==> src/rtl/tsmc_regs.svh <==
`ifndef TSMC_REGS_SVH
`define TSMC_REGS_SVH

`define TSMC_OFS_EVENT_QUEUE     4'h0
`define TSMC_OFS_FAULT_FLAGS     4'h1
`define TSMC_OFS_POSITION_STATUS 4'h2
`define TSMC_OFS_SLIDER_SETUP    4'h3
`define TSMC_OFS_TOUCH_THRESHOLD 4'h4
`define TSMC_OFS_TICK_PERIOD     4'h5
`define TSMC_OFS_SCAN_INTERVAL   4'h6
`define TSMC_OFS_CLICK_TONE      4'h7
`define TSMC_OFS_SLEEP_SETUP     4'h8
`define TSMC_OFS_HELD_TIMEOUT    4'h9
`define TSMC_OFS_MODE_CONTROL    4'hA
`define TSMC_OFS_PART_INFO       4'hB

`define TSMC_RST_EVENT_QUEUE     8'h40
`define TSMC_RST_SLIDER_SETUP    8'h81
`define TSMC_RST_TICK_PERIOD     8'h05
`define TSMC_RST_SCAN_INTERVAL   8'h01
`define TSMC_RST_CLICK_TONE      8'h01
`define TSMC_RST_SLEEP_SETUP     8'h00
`define TSMC_RST_MODE_CONTROL    8'h14
`define TSMC_RST_ZERO            8'h00

`define TSMC_BIT_RUN             0
`define TSMC_BIT_IRQ_EN          1
`define TSMC_BIT_DUTY_N          2
`define TSMC_BIT_SOFT_RST_N      4
`define TSMC_RATE_HI             7
`define TSMC_RATE_LO             5

`define TSMC_TICK_MAX_CODE       8'h1A
`define TSMC_SCAN_MAX_CODE       8'h1F
`define TSMC_TICK_BASE_MS        5
`define TSMC_FIXED_TICK_MS       8
`define TSMC_CLK_HZ              10000000
`define TSMC_MS_CYCLES           (`TSMC_CLK_HZ / 1000)

`endif

==> src/rtl/tsmc_pkg.sv <==
package tsmc_pkg;
  typedef enum logic [1:0] {
    TSMC_OFF_STOP,
    TSMC_CONFIG_STOP,
    TSMC_DUTY_RUN,
    TSMC_CONT_RUN
  } tsmc_mode_e;

  typedef struct packed {
    logic       wr;
    logic       rd;
    logic [3:0] addr;
    logic [7:0] wdata;
  } tsmc_req_s;

  typedef struct packed {
    logic       ack;
    logic [7:0] rdata;
  } tsmc_rsp_s;
endpackage

==> src/rtl/tsmc_mode_ctrl.sv <==
`timescale 1ns/100ps
`include "tsmc_regs.svh"

// What this block does
// mode decoded from run and duty bits
// continuous run accepts writes only to mode_control
// config stop answers all but soft reset writes, allows all writes
// interrupt released high at power-up
// mode_control powers up at 0x14
// slider_setup powers up at 0x81
// tick_period powers up at 0x05
// scan_interval powers up at 0x01
// sleep_setup powers up at 0x00
// continuous run paced by programmed tick
// other modes use fixed 8 ms tick
// tick code n gives n+5 ms, clamp
// duty run sleeps, bus may not answer
// host pulses attention before bus access
// off stop ignores bus, no scanning
// attention fall sets duty bit high
// only attention leaves duty and off modes
// interrupts spaced at least rate+1 ticks
// writing soft reset low resets controller
// duty bit active low enables duty cycling
// interrupt enable gates interrupt output
// run bit enables scanning
// soft reset restores all power-up values
// scan interval code clamps at 31
module tsmc_mode_ctrl
  import tsmc_pkg::*;
#(
  parameter logic [7:0] PART_INFO_VAL = 8'h5A, // arbitrary identity value
  parameter int         MS_CYCLES     = `TSMC_MS_CYCLES
) (
  input  wire logic       clk,
  input  wire logic       rst,
  input  wire logic       clk_en,
  input  wire tsmc_req_s  bus_req,
  output tsmc_rsp_s       bus_rsp,
  input  wire logic       attention_pin_n,
  input  wire logic       touch_event,
  input  wire logic [7:0] event_queue_in,
  input  wire logic [7:0] fault_flags_in,
  input  wire logic [7:0] position_in,
  output tsmc_mode_e      mode,
  output logic            scan_enable,
  output logic            master_tick,
  output logic            interrupt_out_n
);

  logic [7:0] slider_setup_r;
  logic [7:0] touch_threshold_r;
  logic [7:0] tick_period_r;
  logic [7:0] scan_interval_r;
  logic [7:0] click_tone_r;
  logic [7:0] sleep_setup_r;
  logic [7:0] held_timeout_r;
  logic [7:0] mode_control_r;
  logic       attention_pin_n_prev_r;
  logic       attention_pin_n_fall;
  logic       soft_rst;
  logic       any_rst;
  logic       bus_live;
  logic       wr_ok;
  logic       wr_mode;
  logic [7:0] wdata_clamped;
  logic [7:0] tick_ms;
  logic [31:0] tick_cycles;
  logic [31:0] ms_cnt_r;
  logic [7:0]  tick_ms_cnt_r;
  logic        ms_pulse;
  logic [2:0]  irq_gap_r;
  logic        irq_pend_r;
  logic        irq_r;
  tsmc_rsp_s   rsp_r;

  // mode decode from run and duty bits
  always_comb begin
    unique case ({mode_control_r[`TSMC_BIT_RUN], mode_control_r[`TSMC_BIT_DUTY_N]})
      2'b11:   mode = TSMC_CONT_RUN;
      2'b10:   mode = TSMC_DUTY_RUN;
      2'b01:   mode = TSMC_CONFIG_STOP;
      2'b00:   mode = TSMC_OFF_STOP;
    endcase
  end

  assign scan_enable = mode_control_r[`TSMC_BIT_RUN];

  // duty and off modes do not answer the bus
  assign bus_live = (mode == TSMC_CONT_RUN) || (mode == TSMC_CONFIG_STOP);
  assign wr_mode  = bus_req.wr && bus_live && (bus_req.addr == `TSMC_OFS_MODE_CONTROL);
  assign wr_ok    = bus_req.wr && (mode == TSMC_CONFIG_STOP);

  // soft reset on writing soft reset bit low
  assign soft_rst = clk_en && wr_mode && !bus_req.wdata[`TSMC_BIT_SOFT_RST_N];
  assign any_rst  = rst || soft_rst;

  assign attention_pin_n_fall = attention_pin_n_prev_r && !attention_pin_n;

  always_ff @(posedge clk) begin
    if (rst) begin
      attention_pin_n_prev_r <= 1'b1;
    end else if (clk_en) begin
      attention_pin_n_prev_r <= attention_pin_n;
    end
  end

  // clamp out-of-range codes
  always_comb begin
    wdata_clamped = bus_req.wdata;
    if (bus_req.addr == `TSMC_OFS_TICK_PERIOD && bus_req.wdata > `TSMC_TICK_MAX_CODE) begin
      wdata_clamped = `TSMC_TICK_MAX_CODE;
    end
    if (bus_req.addr == `TSMC_OFS_SCAN_INTERVAL && bus_req.wdata > `TSMC_SCAN_MAX_CODE) begin
      wdata_clamped = `TSMC_SCAN_MAX_CODE;
    end
  end

  // mode control register
  always_ff @(posedge clk) begin
    if (any_rst) begin
      mode_control_r <= `TSMC_RST_MODE_CONTROL;
    end else if (clk_en) begin
      if (wr_mode) begin
        mode_control_r <= bus_req.wdata;
      end
      if (attention_pin_n_fall) begin
        mode_control_r[`TSMC_BIT_DUTY_N] <= 1'b1;
      end
    end
  end

  // configuration registers, writable only in config stop
  tsmc_cfg_reg #(
    .OFFSET    (`TSMC_OFS_SLIDER_SETUP),
    .RESET_VAL (`TSMC_RST_SLIDER_SETUP)
  ) u_slider_setup (
    .clk    (clk),
    .rst    (any_rst),
    .clk_en (clk_en),
    .wr_en  (wr_ok),
    .addr   (bus_req.addr),
    .wdata  (wdata_clamped),
    .q      (slider_setup_r)
  );

  tsmc_cfg_reg #(
    .OFFSET    (`TSMC_OFS_TOUCH_THRESHOLD),
    .RESET_VAL (`TSMC_RST_ZERO)
  ) u_touch_threshold (
    .clk    (clk),
    .rst    (any_rst),
    .clk_en (clk_en),
    .wr_en  (wr_ok),
    .addr   (bus_req.addr),
    .wdata  (wdata_clamped),
    .q      (touch_threshold_r)
  );

  tsmc_cfg_reg #(
    .OFFSET    (`TSMC_OFS_TICK_PERIOD),
    .RESET_VAL (`TSMC_RST_TICK_PERIOD)
  ) u_tick_period (
    .clk    (clk),
    .rst    (any_rst),
    .clk_en (clk_en),
    .wr_en  (wr_ok),
    .addr   (bus_req.addr),
    .wdata  (wdata_clamped),
    .q      (tick_period_r)
  );

  tsmc_cfg_reg #(
    .OFFSET    (`TSMC_OFS_SCAN_INTERVAL),
    .RESET_VAL (`TSMC_RST_SCAN_INTERVAL)
  ) u_scan_interval (
    .clk    (clk),
    .rst    (any_rst),
    .clk_en (clk_en),
    .wr_en  (wr_ok),
    .addr   (bus_req.addr),
    .wdata  (wdata_clamped),
    .q      (scan_interval_r)
  );

  tsmc_cfg_reg #(
    .OFFSET    (`TSMC_OFS_CLICK_TONE),
    .RESET_VAL (`TSMC_RST_CLICK_TONE)
  ) u_click_tone (
    .clk    (clk),
    .rst    (any_rst),
    .clk_en (clk_en),
    .wr_en  (wr_ok),
    .addr   (bus_req.addr),
    .wdata  (wdata_clamped),
    .q      (click_tone_r)
  );

  tsmc_cfg_reg #(
    .OFFSET    (`TSMC_OFS_SLEEP_SETUP),
    .RESET_VAL (`TSMC_RST_SLEEP_SETUP)
  ) u_sleep_setup (
    .clk    (clk),
    .rst    (any_rst),
    .clk_en (clk_en),
    .wr_en  (wr_ok),
    .addr   (bus_req.addr),
    .wdata  (wdata_clamped),
    .q      (sleep_setup_r)
  );

  tsmc_cfg_reg #(
    .OFFSET    (`TSMC_OFS_HELD_TIMEOUT),
    .RESET_VAL (`TSMC_RST_ZERO)
  ) u_held_timeout (
    .clk    (clk),
    .rst    (any_rst),
    .clk_en (clk_en),
    .wr_en  (wr_ok),
    .addr   (bus_req.addr),
    .wdata  (wdata_clamped),
    .q      (held_timeout_r)
  );

  // read answer, one cycle after request
  always_ff @(posedge clk) begin
    if (any_rst) begin
      rsp_r <= '0;
    end else if (clk_en) begin
      rsp_r.ack <= (bus_req.rd || bus_req.wr) && bus_live;
      if (bus_req.rd && bus_live) begin
        unique case (bus_req.addr)
          `TSMC_OFS_EVENT_QUEUE:     rsp_r.rdata <= event_queue_in;
          `TSMC_OFS_FAULT_FLAGS:     rsp_r.rdata <= fault_flags_in;
          `TSMC_OFS_POSITION_STATUS: rsp_r.rdata <= position_in;
          `TSMC_OFS_SLIDER_SETUP:    rsp_r.rdata <= slider_setup_r;
          `TSMC_OFS_TOUCH_THRESHOLD: rsp_r.rdata <= touch_threshold_r;
          `TSMC_OFS_TICK_PERIOD:     rsp_r.rdata <= tick_period_r;
          `TSMC_OFS_SCAN_INTERVAL:   rsp_r.rdata <= scan_interval_r;
          `TSMC_OFS_CLICK_TONE:      rsp_r.rdata <= click_tone_r;
          `TSMC_OFS_SLEEP_SETUP:     rsp_r.rdata <= sleep_setup_r;
          `TSMC_OFS_HELD_TIMEOUT:    rsp_r.rdata <= held_timeout_r;
          `TSMC_OFS_MODE_CONTROL:    rsp_r.rdata <= mode_control_r;
          `TSMC_OFS_PART_INFO:       rsp_r.rdata <= PART_INFO_VAL;
          default:                   rsp_r.rdata <= 8'h00;
        endcase
      end
    end
  end

  assign bus_rsp = rsp_r;

  // master tick length in ms
  always_comb begin
    if (mode == TSMC_CONT_RUN) begin
      tick_ms = tick_period_r + 8'(`TSMC_TICK_BASE_MS);
    end else begin
      tick_ms = 8'(`TSMC_FIXED_TICK_MS);
    end
  end

  assign tick_cycles = 32'(MS_CYCLES);
  assign ms_pulse    = (ms_cnt_r == tick_cycles - 32'h1);

  // millisecond prescaler
  always_ff @(posedge clk) begin
    if (any_rst) begin
      ms_cnt_r <= 32'h0;
    end else if (clk_en) begin
      ms_cnt_r <= ms_pulse ? 32'h0 : ms_cnt_r + 32'h1;
    end
  end

  // tick counter in ms
  always_ff @(posedge clk) begin
    if (any_rst) begin
      tick_ms_cnt_r <= 8'h00;
      master_tick   <= 1'b0;
    end else if (clk_en) begin
      master_tick <= 1'b0;
      if (ms_pulse) begin
        if (tick_ms_cnt_r + 8'h1 >= tick_ms) begin
          tick_ms_cnt_r <= 8'h00;
          master_tick   <= 1'b1;
        end else begin
          tick_ms_cnt_r <= tick_ms_cnt_r + 8'h1;
        end
      end
    end
  end

  // interrupt spacing and gating
  always_ff @(posedge clk) begin
    if (any_rst) begin
      irq_gap_r  <= 3'h0;
      irq_pend_r <= 1'b0;
      irq_r      <= 1'b0;
    end else if (clk_en) begin
      if (!mode_control_r[`TSMC_BIT_IRQ_EN]) begin
        irq_pend_r <= 1'b0;
        irq_r      <= 1'b0;
      end else begin
        irq_r <= 1'b0;
        if (touch_event) begin
          irq_pend_r <= 1'b1;
        end
        if (master_tick && irq_gap_r != 3'h0) begin
          irq_gap_r <= irq_gap_r - 3'h1;
        end
        if ((irq_pend_r || touch_event) && irq_gap_r == 3'h0 && master_tick) begin
          irq_r      <= 1'b1;
          irq_pend_r <= 1'b0;
          irq_gap_r  <= mode_control_r[`TSMC_RATE_HI:`TSMC_RATE_LO];
        end
      end
    end
  end

  assign interrupt_out_n = !irq_r;

endmodule

module tsmc_cfg_reg
  import tsmc_pkg::*;
#(
  parameter logic [3:0] OFFSET    = 4'h0,
  parameter logic [7:0] RESET_VAL = 8'h00
) (
  input  wire logic       clk,
  input  wire logic       rst,
  input  wire logic       clk_en,
  input  wire logic       wr_en,
  input  wire logic [3:0] addr,
  input  wire logic [7:0] wdata,
  output logic      [7:0] q
);

  // one configuration byte, loads on a matching write
  always_ff @(posedge clk) begin
    if (rst) begin
      q <= RESET_VAL;
    end else if (clk_en && wr_en && addr == OFFSET) begin
      q <= wdata;
    end
  end

endmodule

==> config.mk <==
export PLATFORM = sky130hd
export DESIGN_NAME = tsmc_mode_ctrl
export DESIGN_NICKNAME = d
export VERILOG_FILES = /design/src/rtl/tsmc_pkg.sv /design/src/rtl/tsmc_mode_ctrl.sv
export VERILOG_INCLUDE_DIRS = /design/src /design/src/rtl
export SDC_FILE = /design/constraint.sdc
export NUM_CORES = 1
export LEC_CHECK = 0
export BUFFER_PORTS_ARGS = -buffer_cell sky130_fd_sc_hd__buf_2
export CORE_ASPECT_RATIO = 0.6
export CORE_UTILIZATION = 45
export CTS_BUF_LIST = sky130_fd_sc_hd__clkbuf_2 sky130_fd_sc_hd__clkbuf_4 sky130_fd_sc_hd__clkbuf_8
export DETAILED_ROUTE_END_ITERATION = 10
export PLACE_DENSITY = 0.62
export SYNTH_ARGS = -nofsm -noshare
export SYNTH_HDL_FRONTEND = slang
export SYNTH_SLANG_ARGS = --single-unit
==> constraint.sdc <==
create_clock -name clk -period 6.3 [get_ports clk]
set_clock_uncertainty 0.05 [all_clocks]
set_input_delay 0.315 -clock clk [delete_from_list [all_inputs] [get_ports clk]]
set_output_delay 0.315 -clock clk [all_outputs]
set_load 0.02 [all_outputs]
==> out/results.ini <==
[run_status]
outcome=complete, no violations

[synthesis]
yosysUniqueCellTypes=66
ys_ff_latch=120
synth_cells=750
synth_area_per_cell_um2=8.291
yosysSeqAreaShare_pct=38.63
synth-main-ff-cell=dfxtp_1
async_reset_ff_share_pct=0
synthesis.area_um2=6218
synth_edf_count=0
syn_nets=806
ys_warn_count=0

[grt]
grt_pass1_wl_um=28720
grt_pass1_vias=5300
antenna_found_initial=0
overflow=0
grt_max_degree=48
grt_usage_pct=26.36

[timing]
tightest_slew_ns=1.245
whs_ns=0.04153
slew_violations=0
fin_tns_setup_ns=0
rsz0062_at_grt=false
relSlewSlack_pct=16.78
fin_crit_sh_pct=53.45
period_needed_ns=3.367
fmax_ghz=0.2970
setup_viol=0
timing.final.hold_violations=0

[layout]
n_antenna_cell=0
num-nets-final=833
area_growth_syn_to_layout_pct=10.68
post-route-util_pct=52.25
layout-drive-gt1-share_pct=14.81

[cts]
cts_tree=built
cts.sinks=120
hold_buffers=0
numCtsBuffers=17
root_buffer=clkbuf_8
ctsResizeCount=0
htreeDepth=4
cts_setup_buffers=0
cts.path.max_buffers=2
worstSkewPairLatency_ns=0.44
clkTransAtPathRegs_ns=0.08

[setup_path]
r2r_end=tick_ms_cnt_r[1]
crit_chain=buf_2 -> nand2b_1 -> o41a_1 -> nand2_1 -> o22ai_1
worstSetupStartpointType=primary input
reg2reg_depth=4
setup.worst_path.start=bus_req[8]
cp_slowest_cell=nand2_1
r2r_slack_ns=3.14
arrival_ns=3.65
worstPathMaxFanout=42
cp-end-kind=register
cp-endpoint=tick_ms_cnt_r[1]
crit_type=in2reg
critPathRequiredTime_ns=6.59
slowest_delay_ns=1.01
reg2reg_from=mode_control_r[2]

[placed_design]
routabilityCongestion=0.9085
hpwl_um=13150
numPortBuffers=56

[drt]
route.detailed.drc=0
wl_per_cell_um=18.82
routed_wl_um=18060
drtAntennaViolNets=0
vias=5779
drt-initial-drc-count=601
dr.pass1.iters=6
via_per_inst=6.020

[floorplan]
core-area_um2=13170
start_util_pct=47.21
pin_count=57
dieArea_um2=14310
rows=32
die_y_um=93.06
die_width_um=153.8

[flow_run]
cap_violations=0

[pwr]
ir_drop_mv=0.1171
finalPower_w=0.001596
p_leak_nw=2.688
power_density_nw_per_um2=231.8

[min_path]
hold_class=in2reg

state kept, by name, indices dropped and copies added (netlist names), 3 cells and up:
| name | flops |
|---|---|
| u_scan_interval.q | 8 |
| mode_control_r | 8 |
| u_tick_period.q | 8 |
| ms_cnt_r | 32 |
| u_touch_threshold.q | 8 |
| bus_rsp | 9 |
| u_held_timeout.q | 8 |
| u_slider_setup.q | 8 |
| irq_gap_r | 3 |
| u_click_tone.q | 8 |
| u_sleep_setup.q | 8 |
| tick_ms_cnt_r | 8 |
stage by stage:
step / instances / worst slack, ns / area [µm²]
after global placement: 928 / 2.722 / 6496
after detailed placement: 928 / 2.562 / 6496
after CTS: 960 / 3.010 / 6883
final: 960 / 2.933 / 6883
after floorplan: 750 / 3.985 / 6218
after global routing: 960 / 2.650 / 6883
placed cells by master (no fill, tap or decap), drive strengths merged, types with 8 or more instances in the layout:
master / netlist / final
nor2: 124 / 124
dfxtp: 120 / 120
buf: 21 / 59
nand2: 54 / 54
a21oi: 45 / 45
nand3: 39 / 39
o21ai: 28 / 28
xor2: 26 / 26
a211oi: 26 / 26
nand4: 22 / 22
mux2i: 21 / 21
xnor2: 18 / 18
and3: 18 / 18
inv: 15 / 18
clkbuf: 30 / 17
nor4: 15 / 15
ha: 13 / 13
nor3: 12 / 12
mux2: 9 / 9
o211ai: 8 / 8
a22oi: 8 / 8
synthesized netlist by cell type (all sizes together), types with 15 or more instances:
cell	n	area share [%]
nand4	22	2.3
dfxtp	120	39
buf	21	2.1
mux2i	21	3.4
nor2	124	7.5
o21ai	28	2.3
nor4	15	2.3
nand2	54	3.3
clkbuf	30	1.8
nand3	39	3.1
xor2	26	3.7
inv	15	0.91
and3	18	1.8
xnor2	18	2.5
a21oi	45	3.6
a211oi	26	3.1
kinds of logic after synthesis:
family	Yosys count	share of synthesized area, %
DFF	120	38.63
adders and majority gates	13	2.616
muxes	31	5.372
AOI/OAI and AO/OA	158	16.80
xor gates and xnor gates	44	6.197
buffers and inverters	66	4.849
and+or+nand+nor	318	25.53
area by class of cell:
class,instances,area (µm²)
inverter,15,56.30
multi-input combinational,564,3522
tap,170,212.7
sequential,120,2402
clock buffer,17,234.0
clock inverter,15,152.6
timing repair buffer,59,302.8
fill,1239,6290
worst max-delay path: cells and delay by family:
family          cells  cell delay [ns]
compound gates      2             1.29
buf+inv             1             0.65
simple gates        2             1.38
worst min-delay path by stage:
stage	from	to	slack (ns)	cells past startpoint
after global routing	rst	mode_control_r[4]	0.03	3
after global placement	irq_gap_r[1]	irq_gap_r[1]	0.39	2
final	rst	mode_control_r[4]	0.04	3
after detailed placement	u_held_timeout.q[1]	u_held_timeout.q[1]	0.40	2
after floorplan	rst	mode_control_r[4]	0.36	2
after CTS	rst	mode_control_r[4]	0.02	3
routing by layer:
layer  track usage [%]  routed length [µm]  vias to the layer above
met5                 0                   0                        -
met4             6.917                 153                        0
met3             7.090                1852                       15
met2             35.87                7154                      283
met1             39.93                8903                     2715
li1                  -                   -                     2766
report_power, final:
part	leakage, nW	internal, W	switching (W)
combinational	1.53	0.0000408	0.0000872
sequential	0.969	0.000766	0.00000652
clock	0.185	0.000352	0.000343
No activity file was read; power rests on OpenSTA's default activity.
